==> config.mk <==
export PLATFORM = sky130hd
export DESIGN_NAME = tpu_timer
export DESIGN_NICKNAME = d
export VERILOG_FILES = /design/src/hdl/tpu_pkg.sv /design/src/hdl/tpu_timer.sv
export SDC_FILE = /design/constraint.sdc
export NUM_CORES = 1
export LEC_CHECK = 0
export BUFFER_PORTS_ARGS = -buffer_cell sky130_fd_sc_hd__buf_2
export CORE_MARGIN = 5
export CORE_UTILIZATION = 55
export DETAILED_ROUTE_END_ITERATION = 12
export HOLD_SLACK_MARGIN = 0.1
export PLACE_DENSITY = 0.71
export SETUP_SLACK_MARGIN = 0.3
export SLEW_MARGIN = 20
export SYNTH_ARGS = -nofsm -noshare
export SYNTH_HDL_FRONTEND = slang
export SYNTH_SLANG_ARGS = --single-unit
==> constraint.sdc <==
create_clock -name I_CLK_SYS -period 32 [get_ports I_CLK_SYS]
set_clock_uncertainty 0.15 [all_clocks]
set_input_delay 3.2 -clock I_CLK_SYS [delete_from_list [all_inputs] [get_ports I_CLK_SYS]]
set_output_delay 3.2 -clock I_CLK_SYS [all_outputs]
set_load 0.05 [all_outputs]
==> src/hdl/tpu_pkg.sv <==
package tpu_pkg;
  // ----------------------------------------
  // register map, one byte per aligned word
  // ----------------------------------------
  localparam int unsigned ADDR_W = 8;
  localparam int unsigned CNT_W = 16;
  localparam int unsigned MAX_CH = 4;
  localparam logic [7:0] A_SC = 8'h00;
  localparam logic [7:0] A_CNTH = 8'h04;
  localparam logic [7:0] A_CNTL = 8'h08;
  localparam logic [7:0] A_MODH = 8'h0c;
  localparam logic [7:0] A_MODL = 8'h10;
  localparam logic [7:0] A_CH_BASE = 8'h20;
  localparam int unsigned CH_SH = 4;
  localparam logic [3:0] A_CSC = 4'h0;
  localparam logic [3:0] A_CVH = 4'h4;
  localparam logic [3:0] A_CVL = 4'h8;
  // ----------------------------------------
  // field layout
  // ----------------------------------------
  localparam int unsigned SC_PS_LSB = 0;
  localparam int unsigned PS_W = 3;
  localparam int unsigned PRE_W = 7;
  localparam int unsigned SC_CLK_LSB = 3;
  localparam int unsigned SC_CPWM_BIT = 5;
  localparam int unsigned FLAG_BIT = 7;
  localparam int unsigned CSC_MODE_LSB = 0;
  localparam int unsigned CSC_EDGE_BIT = 2;
  localparam logic [7:0] SC_RST = 8'h00;
  localparam logic [7:0] CSC_RST = 8'h00;
  localparam logic [15:0] CNT_RST = 16'h0000;
  localparam logic [15:0] CNT_FREE_TOP = 16'hffff;
  localparam logic [15:0] CNT_ONE = 16'h0001;
  // ----------------------------------------
  // encodings
  // ----------------------------------------
  localparam logic [1:0] CLK_OFF = 2'h0;
  localparam logic [1:0] CLK_BUS = 2'h1;
  localparam logic [1:0] CLK_FIX = 2'h2;
  localparam logic [1:0] CLK_EXT = 2'h3;
  localparam logic [1:0] MODE_CAPTURE = 2'h0;
  localparam logic [1:0] MODE_COMPARE = 2'h1;
  localparam logic [1:0] MODE_PWM = 2'h2;
  localparam logic [1:0] RESP_OKAY = 2'h0;
  localparam logic [1:0] RESP_SLVERR = 2'h2;
endpackage

==> src/hdl/tpu_timer.sv <==
`timescale 1ns/1ps
`default_nettype none
// What this block does
// two instances: four and two channels; counter and values 16 bits
// each channel: capture, compare, edge PWM or center PWM
// any write to either counter byte clears counter and prescaler
// while halted, counter byte reads return the frozen live count
// while halted, control or counter write clears counter read latch
// while halted, channel value reads return the live value
// while halted, channel control write clears its value read latch
// in capture mode bus writes never alter the captured value
// compare mode, clock on: buffer loads at next prescaled count
// PWM, clock on: loads after both bytes, at modulo-1 to modulo
// free-running PWM: load at 0xfffe to 0xffff step
// clock source off: counter stops, full value write loads at once
// edge mode counts up, wraps to zero after reaching modulo
module tpu_timer
  import tpu_pkg::*;
#(
  parameter int unsigned NUM_CH = 4
)
(
  input wire logic I_CLK_SYS,
  input wire logic I_RST_B,
  input wire logic I_AWVALID,
  output logic O_AWREADY,
  input wire logic [ADDR_W-1:0] I_AWADDR,
  input wire logic I_WVALID,
  output logic O_WREADY,
  input wire logic [31:0] I_WDATA,
  input wire logic [3:0] I_WSTRB,
  output logic O_BVALID,
  input wire logic I_BREADY,
  output logic [1:0] O_BRESP,
  input wire logic I_ARVALID,
  output logic O_ARREADY,
  input wire logic [ADDR_W-1:0] I_ARADDR,
  output logic O_RVALID,
  input wire logic I_RREADY,
  output logic [31:0] O_RDATA,
  output logic [1:0] O_RRESP,
  input wire logic I_BKGD_HALT,
  input wire logic I_FIX_CLK_EN,
  input wire logic I_EXT_CLK_EN,
  input wire logic [NUM_CH-1:0] I_CH_IN,
  output logic [NUM_CH-1:0] O_CH_OUT
);
  // ----------------------------------------
  // elaboration check
  // ----------------------------------------
  if (NUM_CH < 1 || NUM_CH > MAX_CH)
  begin : g_bad
    $error("NUM_CH must be 1 to 4");
  end
  // ----------------------------------------
  // reset release
  // ----------------------------------------
  logic rst_m, rst_b;
  always_ff @(posedge I_CLK_SYS or negedge I_RST_B)
  begin
    if (!I_RST_B)
    begin
      rst_m <= 1'b0;
      rst_b <= 1'b0;
    end
    else
    begin
      rst_m <= 1'b1;
      rst_b <= rst_m;
    end
  end
  // ----------------------------------------
  // bus slave
  // ----------------------------------------
  logic aw_held, w_held, wr_go, rd_go, wr_en, wr_ok, rd_ok;
  logic [7:0] aw_addr, wbyte, rd_byte;
  logic [3:0] w_strb;
  assign O_AWREADY = !aw_held;
  assign O_WREADY = !w_held;
  assign O_ARREADY = !O_RVALID;
  assign wr_go = aw_held && w_held && !O_BVALID;
  assign rd_go = I_ARVALID && !O_RVALID;
  assign wr_en = wr_go && w_strb[0] && wr_ok;
  always_ff @(posedge I_CLK_SYS or negedge rst_b)
  begin
    if (!rst_b)
    begin
      aw_held <= 1'b0;
      w_held <= 1'b0;
      aw_addr <= 8'h00;
      wbyte <= 8'h00;
      w_strb <= 4'h0;
      O_BVALID <= 1'b0;
      O_BRESP <= RESP_OKAY;
    end
    else
    begin
      if (I_AWVALID && !aw_held)
      begin
        aw_held <= 1'b1;
        aw_addr <= I_AWADDR[7:0];
      end
      if (I_WVALID && !w_held)
      begin
        w_held <= 1'b1;
        wbyte <= I_WDATA[7:0];
        w_strb <= I_WSTRB;
      end
      if (wr_go)
      begin
        aw_held <= 1'b0;
        w_held <= 1'b0;
        O_BVALID <= 1'b1;
        O_BRESP <= wr_ok ? RESP_OKAY : RESP_SLVERR;
      end
      else if (I_BREADY)
        O_BVALID <= 1'b0;
    end
  end
  always_ff @(posedge I_CLK_SYS or negedge rst_b)
  begin
    if (!rst_b)
    begin
      O_RVALID <= 1'b0;
      O_RDATA <= 32'h0000_0000;
      O_RRESP <= RESP_OKAY;
    end
    else if (rd_go)
    begin
      O_RVALID <= 1'b1;
      O_RDATA <= {24'h000000, rd_byte};
      O_RRESP <= rd_ok ? RESP_OKAY : RESP_SLVERR;
    end
    else if (I_RREADY)
      O_RVALID <= 1'b0;
  end
  // ----------------------------------------
  // address decode
  // ----------------------------------------
  logic [3:0] w_idx, r_idx;
  logic wr_sc, wr_cnt, wr_modh, wr_modl, rd_cnth, rd_cntl;
  assign w_idx = 4'((aw_addr - A_CH_BASE) >> CH_SH);
  assign r_idx = 4'((I_ARADDR[7:0] - A_CH_BASE) >> CH_SH);
  always_comb
  begin
    case (aw_addr)
      A_SC, A_CNTH, A_CNTL, A_MODH, A_MODL: wr_ok = 1'b1;
      default: wr_ok = aw_addr >= A_CH_BASE && w_idx < 4'(NUM_CH)
        && (aw_addr[3:0] == A_CSC || aw_addr[3:0] == A_CVH
        || aw_addr[3:0] == A_CVL);
    endcase
  end
  assign wr_sc = wr_en && aw_addr == A_SC;
  assign wr_cnt = wr_en && (aw_addr == A_CNTH || aw_addr == A_CNTL);
  assign wr_modh = wr_en && aw_addr == A_MODH;
  assign wr_modl = wr_en && aw_addr == A_MODL;
  assign rd_cnth = rd_go && I_ARADDR[7:0] == A_CNTH;
  assign rd_cntl = rd_go && I_ARADDR[7:0] == A_CNTL;
  // ----------------------------------------
  // control, prescaler and counter
  // ----------------------------------------
  logic [7:0] sc;
  logic [15:0] cnt, modv, top, cnt_lat;
  logic [PRE_W-1:0] pre, pre_mask;
  logic tof, down, src_en, tick, cpwm, clk_off, upd_pwm, at_end;
  logic cnt_lat_v;
  assign cpwm = sc[SC_CPWM_BIT];
  assign clk_off = sc[SC_CLK_LSB +: 2] == CLK_OFF;
  assign pre_mask = PRE_W'((8'h01 << sc[SC_PS_LSB +: PS_W]) - 8'h01);
  always_comb
  begin
    case (sc[SC_CLK_LSB +: 2])
      CLK_BUS: src_en = 1'b1;
      CLK_FIX: src_en = I_FIX_CLK_EN;
      CLK_EXT: src_en = I_EXT_CLK_EN;
      default: src_en = 1'b0;
    endcase
  end
  // debug halt freezes the count so reads see a stable value
  assign tick = src_en && !I_BKGD_HALT && (pre & pre_mask) == pre_mask;
  assign top = (modv == CNT_RST) ? CNT_FREE_TOP : modv;
  assign upd_pwm = tick && !down && cnt == top - CNT_ONE;
  assign at_end = cpwm ? (down && cnt == CNT_ONE) : cnt == top;
  always_ff @(posedge I_CLK_SYS or negedge rst_b)
  begin
    if (!rst_b)
    begin
      sc <= SC_RST;
      modv <= CNT_RST;
    end
    else
    begin
      if (wr_sc)
        sc <= {1'b0, wbyte[6:0]};
      if (wr_modh)
        modv[15:8] <= wbyte;
      if (wr_modl)
        modv[7:0] <= wbyte;
    end
  end
  always_ff @(posedge I_CLK_SYS or negedge rst_b)
  begin
    if (!rst_b)
    begin
      cnt <= CNT_RST;
      pre <= '0;
      down <= 1'b0;
    end
    else if (wr_cnt)
    begin
      cnt <= CNT_RST;
      pre <= '0;
      down <= 1'b0;
    end
    else if (src_en && !I_BKGD_HALT)
    begin
      pre <= ((pre & pre_mask) == pre_mask) ? '0 : pre + 1'b1;
      if (tick)
      begin
        if (!cpwm)
        begin
          down <= 1'b0;
          cnt <= (cnt == top) ? CNT_RST : cnt + CNT_ONE;
        end
        else if (!down && cnt == top)
        begin
          down <= 1'b1;
          cnt <= cnt - CNT_ONE;
        end
        else if (down && cnt == CNT_RST)
        begin
          down <= 1'b0;
          cnt <= cnt + CNT_ONE;
        end
        else
          cnt <= down ? cnt - CNT_ONE : cnt + CNT_ONE;
      end
    end
  end
  // overflow flag: set wins over a clear written in the same cycle
  always_ff @(posedge I_CLK_SYS or negedge rst_b)
  begin
    if (!rst_b)
      tof <= 1'b0;
    else if (tick && at_end)
      tof <= 1'b1;
    else if (wr_sc && wbyte[FLAG_BIT])
      tof <= 1'b0;
  end
  // two-byte read latch for the counter
  always_ff @(posedge I_CLK_SYS or negedge rst_b)
  begin
    if (!rst_b)
    begin
      cnt_lat_v <= 1'b0;
      cnt_lat <= CNT_RST;
    end
    else if (I_BKGD_HALT)
    begin
      if (wr_sc || wr_cnt)
        cnt_lat_v <= 1'b0;
    end
    else if (rd_cnth || rd_cntl)
    begin
      cnt_lat_v <= !cnt_lat_v;
      if (!cnt_lat_v)
        cnt_lat <= cnt;
    end
  end
  // ----------------------------------------
  // channels
  // ----------------------------------------
  logic [7:0] csc [NUM_CH];
  logic [15:0] cv [NUM_CH];
  logic [15:0] cv_lat [NUM_CH];
  logic cv_lat_v [NUM_CH];
  logic [NUM_CH-1:0] flags;
  for (genvar i = 0; i < NUM_CH; i++)
  begin : g_ch
    logic sel_w, sel_r, wr_csc, wr_h, wr_l, rd_v, hi_w, lo_w;
    logic in_q, edge_hit, match, apply, flag, out;
    logic [1:0] mode;
    logic [15:0] buf_v;
    assign sel_w = wr_en && aw_addr >= A_CH_BASE && w_idx == 4'(i);
    assign sel_r = rd_go && I_ARADDR[7:0] >= A_CH_BASE && r_idx == 4'(i);
    assign wr_csc = sel_w && aw_addr[3:0] == A_CSC;
    assign wr_h = sel_w && aw_addr[3:0] == A_CVH;
    assign wr_l = sel_w && aw_addr[3:0] == A_CVL;
    assign rd_v = sel_r && (I_ARADDR[3:0] == A_CVH
      || I_ARADDR[3:0] == A_CVL);
    assign flags[i] = flag;
    assign mode = csc[i][CSC_MODE_LSB +: 2];
    assign edge_hit = (mode == MODE_CAPTURE) && (csc[i][CSC_EDGE_BIT] ?
      (in_q && !I_CH_IN[i]) : (!in_q && I_CH_IN[i]));
    assign match = tick && cnt == cv[i];
    assign apply = hi_w && lo_w && (clk_off
      || (mode == MODE_COMPARE && tick)
      || (mode == MODE_PWM && upd_pwm));
    always_ff @(posedge I_CLK_SYS or negedge rst_b)
    begin
      if (!rst_b)
      begin
        csc[i] <= CSC_RST;
        in_q <= 1'b0;
        flag <= 1'b0;
      end
      else
      begin
        in_q <= I_CH_IN[i];
        if (wr_csc)
          csc[i] <= {1'b0, wbyte[6:0]};
        if (edge_hit || (mode != MODE_CAPTURE && match))
          flag <= 1'b1;
        else if (wr_csc && wbyte[FLAG_BIT])
          flag <= 1'b0;
      end
    end
    // write buffer: the value moves on at the mode's update point, or at once with the clock off
    always_ff @(posedge I_CLK_SYS or negedge rst_b)
    begin
      if (!rst_b)
      begin
        hi_w <= 1'b0;
        lo_w <= 1'b0;
        buf_v <= CNT_RST;
        cv[i] <= CNT_RST;
      end
      else
      begin
        if (edge_hit)
          cv[i] <= cnt;
        else if (apply && mode != MODE_CAPTURE)
          cv[i] <= buf_v;
        if (wr_csc || mode == MODE_CAPTURE || apply)
        begin
          hi_w <= 1'b0;
          lo_w <= 1'b0;
        end
        else
        begin
          if (wr_h)
          begin
            buf_v[15:8] <= wbyte;
            hi_w <= 1'b1;
          end
          if (wr_l)
          begin
            buf_v[7:0] <= wbyte;
            lo_w <= 1'b1;
          end
        end
      end
    end
    always_ff @(posedge I_CLK_SYS or negedge rst_b)
    begin
      if (!rst_b)
      begin
        cv_lat_v[i] <= 1'b0;
        cv_lat[i] <= CNT_RST;
      end
      else if (I_BKGD_HALT)
      begin
        if (wr_csc)
          cv_lat_v[i] <= 1'b0;
      end
      else if (rd_v)
      begin
        cv_lat_v[i] <= !cv_lat_v[i];
        if (!cv_lat_v[i])
          cv_lat[i] <= cv[i];
      end
    end
    always_ff @(posedge I_CLK_SYS or negedge rst_b)
    begin
      if (!rst_b)
        out <= 1'b0;
      else if (mode == MODE_COMPARE)
      begin
        if (match)
          out <= !out;
      end
      else if (mode == MODE_PWM)
        out <= cnt < cv[i];
      else
        out <= 1'b0;
    end
    assign O_CH_OUT[i] = out;
  end
  // ----------------------------------------
  // read data
  // ----------------------------------------
  logic [15:0] cnt_view, cv_view;
  always_comb
  begin
    cv_view = CNT_RST;
    rd_byte = 8'h00;
    rd_ok = 1'b1;
    // halted reads bypass the latches so a debugger sees true state
    cnt_view = (I_BKGD_HALT || !cnt_lat_v) ? cnt : cnt_lat;
    for (int k = 0; k < NUM_CH; k++)
    begin
      if (r_idx == 4'(k))
        cv_view = (I_BKGD_HALT || !cv_lat_v[k]) ? cv[k] : cv_lat[k];
    end
    case (I_ARADDR[7:0])
      A_SC: rd_byte = {tof, sc[6:0]};
      A_CNTH: rd_byte = cnt_view[15:8];
      A_CNTL: rd_byte = cnt_view[7:0];
      A_MODH: rd_byte = modv[15:8];
      A_MODL: rd_byte = modv[7:0];
      default:
      begin
        rd_ok = 1'b0;
        for (int k = 0; k < NUM_CH; k++)
        begin
          if (I_ARADDR[7:0] >= A_CH_BASE && r_idx == 4'(k))
          begin
            rd_ok = 1'b1;
            case (I_ARADDR[3:0])
              A_CSC: rd_byte = {flags[k], csc[k][6:0]};
              A_CVH: rd_byte = cv_view[15:8];
              A_CVL: rd_byte = cv_view[7:0];
              default: rd_ok = 1'b0;
            endcase
          end
        end
      end
    endcase
  end
endmodule
`default_nettype wire

==> summary by stage <==
Clock tree
The TritonCTS clock tree is built. Buffers inserted during clock tree synthesis total 39. Once the clock tree was built, the resizer swapped 0 gates to a different size. The longest clock path from root to sink contains 3 buffers.

The total number of clock tree sinks is ~340. The clock-pin slew reported for the worst setup and hold paths after clock tree synthesis is ~0.060 ns. The number of hold buffers added after cts is 0. The cell chosen for the clock root is sky130_fd_sc_hd__clkbuf_16. The clock network latency to the later pin of the worst-skew pair is 0.53 ns.

The number of setup buffers added after CTS is 0. The level count of the clock H-tree is 2.

Floorplan
The die covers ~40000 um^2. The initialized floorplan defines 69 standard-cell rows. The initial utilization of the core area, before any placement, comes to 0.5531. The die is 198.7 um tall. The die is roughly 200 um wide. The floorplan step defined a core boundary enclosing 35400 um^2. Pin placement for this block handled around 110 I/O pins.

STA
At the pin with the least slew margin, the transition time is 1.200 ns. Dividing the final minimum period by the clock period gives 0.2095. The highest attainable clock frequency is around 150 MHz. The final hold violation count is 0.

The number of setup violations in the final report is 0. The worst max-slew margin expressed relative to the limit is 0.2003. On the final layout, the worst hold slack is roughly 0.16 ns. The summed negative setup slack over all endpoints is 0 ns. The number of pins exceeding their max-slew limit in the final report is 0. The minimum clock period after layout is 6.705 ns.

Setup repair after global routing left no endpoint under its margin.

Logic synthesis
For this run, asynchronously set or reset flops after synthesis account for 1.000. The count of yosys warnings during synthesis is 0. After synthesis the netlist holds a flip-flop and latch count of between 300 and 400. Each instance of the synthesized netlist takes up on average between 10 and 15 um^2. Ranked by total cell area, the synthesized netlist is headed by sky130_fd_sc_hd__dfrtp_1 44%, sky130_fd_sc_hd__mux2_2 12%, sky130_fd_sc_hd__ha_1 4.6%, sky130_fd_sc_hd__mux2i_1 3.7%, sky130_fd_sc_hd__o221a_2 3.7%.

The cell taking the most area after synthesis is sky130_fd_sc_hd__dfrtp_1. The synthesized design contains 0 enable-type register cells. The count of different cell masters after synthesis is 78. The top cell type's share of synthesized area is 0.4371. The number of cells produced by synthesis is approximately 1900. In the synthesized netlist the dominant register cell turns out to be sky130_fd_sc_hd__dfrtp_1. The post-synthesis sequential area ratio is 0.4371.

The synthesized netlist occupies a cell area of just under 20000 um^2.

Run status
The flow ran to the end, and the final reports show no timing, DRC or antenna violations.

Final layout
The number of nets in the finished design is slightly above 2000. In the final layout, the share of cells above drive strength 1 is 0.2428. The number of fill cells in the layout is around 2900.

The post-synthesis to final-layout area growth is 10.32%. The leading cell type in the layout, fill and taps excluded is sky130_fd_sc_hd__dfrtp_1. In the layout the commonest cells are 341 x sky130_fd_sc_hd__dfrtp_1, 205 x sky130_fd_sc_hd__mux2_2, 122 x sky130_fd_sc_hd__nand2_1, 118 x sky130_fd_sc_hd__nor2_1, 92 x sky130_fd_sc_hd__a21oi_1. The number of antenna diodes in the final layout is 0.

Critical path
The sort of element at the end of the critical path is a flop. The path depth of the worst reg2reg path is 13. The critical path is of the primary input to flop type.

The biggest fanout along the worst timing path is 16. The nature of the critical path startpoint is a primary input. STA puts the critical path data arrival time at between 7 and 8 ns.

The startpoint identified for the worst register-to-register timing path is modv[7]$_DFFE_PN0P_. The required time at the worst-slack endpoint is about 32 ns. The capturing point of the worst reg2reg path is g_ch[0].buf_v[3]$_DFFE_PN0P_. The reg-to-reg setup timing slack is 26.47 ns.

Routing
The average wire length per cell after detail routing is ~25 um. The initial detailed-routing violation count is between 1500 and 2000. The detailed-route vias per instance is between 6 and 7. The number of vias in the routed layout is about 16000. The first TritonRoute pass finished after 5 iterations. After detailed routing, the total wire length is roughly 61000 um.

The number of nets with antenna violations after routing is 0. For this run, design rule violations remaining after detail routing come to 0.

Global route
Global routing finished with a remaining overflow of 0. The initial antenna violation count is 0. The combined global-route utilization of all metal layers is 0.3077. The pin count of the biggest net entering global routing is 84.

The number of global-route vias before repair was 15520. The first global-routing pass estimated approximately 92000 um of wire.

Worst hold path
The path class of the tightest hold or removal check is flop to asynchronous set/reset pin.

Place
The final weighted congestion in routability-driven placement is approximately 0.95. The count of buffers added on input and output ports is 57. Detailed placement finished with a half-perimeter wire length of about 40000 um.

Power and ir drop
The analysis attributes to cell leakage a power of ~10 nW. Of the total power, the clock network draws 0.314. The total power per unit cell area is 67.09 nW/um^2. The share of total power dissipated in sequential elements is 0.386. Of the total power, the share spent switching nets is 0.3720. The maximum ir drop on the vdd rail is 0.07545 mV. The total net switching power is 0.5391 mW.

Cell internal power was estimated by the tool at approximately 0.9 mW. Of the total power, combinational logic draws 0.300.

Flow run
The tool flagged a number of max-cap violations equal to 0.
-- per-stage QoR --
stage / utilization / instance area (um^2) / cells / power [mW] / setup WS, ns
global placement: 0.5721 / 20250 / 2338 / 0.9682 / 24.96
global route: 0.6102 / 21600 / 2409 / 1.512 / 25.23
floorplan: - / 19670 / 1913 / 0.8185 / 21.61
CTS: 0.6092 / 21560 / 2408 / 1.438 / 25.50
detailed placement: 0.5721 / 20250 / 2338 / 0.9840 / 24.92
finish: 0.6102 / 21600 / 2409 / 1.449 / 25.30
-- how the worst max path moves through the flow --
stage | start | endpoint | slack [ns] | cells after the start
after floorplan | rst_b$_DFF_PN0_ | O_BRESP[1]$_DFFE_PN0P_ | 21.61 | 0
after global placement | I_BKGD_HALT | cv[52]$_DFFE_PN0P_ | 24.96 | 9
after detailed placement | I_BKGD_HALT | cv[57]$_DFFE_PN0P_ | 24.92 | 9
after CTS | I_BKGD_HALT | cv[50]$_DFFE_PN0P_ | 25.50 | 9
after global routing | I_BKGD_HALT | cv[58]$_DFFE_PN0P_ | 25.23 | 9
final | I_BKGD_HALT | cv[50]$_DFFE_PN0P_ | 25.30 | 9
-- logic make-up (layout without fill, tap and decap cells) --
kind of cell / count (synthesis) / in the layout / share of synthesized area
AND/OR/NAND/NOR: 534 / 534 / 0.1415
AO/OA/AOI/OAI: 413 / 413 / 0.1568
flip-flops: 342 / 342 / 0.4371
multiplexers: 282 / 282 / 0.1582
buffers and inverters: 221 / 256 / 0.04940
adder cells (fa/ha/maj): 72 / 72 / 0.04602
XOR/XNOR: 22 / 22 / 0.01055
other: 2 / 27 / 0.0003836
-- synth_stat cells, types with 64 or more instances --
| master | n |
|---|---|
| sky130_fd_sc_hd__a21oi_1 | 93 |
| sky130_fd_sc_hd__clkbuf_1 | 85 |
| sky130_fd_sc_hd__dfrtp_1 | 342 |
| sky130_fd_sc_hd__ha_1 | 72 |
| sky130_fd_sc_hd__inv_1 | 86 |
| sky130_fd_sc_hd__mux2_2 | 205 |
| sky130_fd_sc_hd__mux2i_1 | 72 |
| sky130_fd_sc_hd__nand2_1 | 122 |
| sky130_fd_sc_hd__nor2_1 | 120 |
| sky130_fd_sc_hd__o21ai_0 | 77 |
| sky130_fd_sc_hd__o221a_2 | 64 |
-- power groups by stage --
| stage | Clock (mW) | Sequential (mW) | Combinational, mW |
|---|---|---|---|
| after CTS | 0.459 | 0.557 | 0.422 |
| after floorplan | 0 | 0.543 | 0.276 |
| after global routing | 0.478 | 0.563 | 0.470 |
| after detailed placement | 0 | 0.564 | 0.420 |
| final | 0.455 | 0.559 | 0.435 |
| after global placement | 0 | 0.562 | 0.407 |
-- state kept, by name, summed over array words and instances (netlist names), 8 cells and up --
name / count
cnt: 16
cv: 64
csc: 28
cv_lat: 64
O_RDATA: 8
cnt_lat: 16
wbyte: 8
aw_addr: 8
modv: 16
g_ch.buf_v: 64
-- per-layer routing --
layer,track usage,part of all wire,up-vias
met3,0.06944,0.10,146
met5,0,0,-
met4,0.1180,0.043,0
met2,0.4658,0.44,800
met1,0.4355,0.42,7971
li1,-,-,6977
-- critical path, stage by stage --
cell,delay [ns]
sky130_fd_sc_hd__buf_2,0.21
sky130_fd_sc_hd__a21oi_1,0.59
sky130_fd_sc_hd__buf_4,0.33
sky130_fd_sc_hd__nand2_1,0.39
sky130_fd_sc_hd__nor4_1,0.39
sky130_fd_sc_hd__nand4_1,0.44
sky130_fd_sc_hd__nor3_1,0.45
sky130_fd_sc_hd__a211o_1,0.67
sky130_fd_sc_hd__o221a_2,0.34
-- layout make-up --
class / instances / area [um^2] / share of cell area
Multi-Input combinational cell: 1350 / 10210 / 0.4727
Inverter: 87 / 326.6 / 0.01512
Timing Repair Buffer: 99 / 613.1 / 0.02839
Tap cell: 461 / 576.8 / 0.02671
Sequential cell: 342 / 8562 / 0.3964
Clock buffer: 59 / 1194 / 0.05527
Clock inverter: 11 / 117.6 / 0.005446
(Power assumes the default switching activity.)
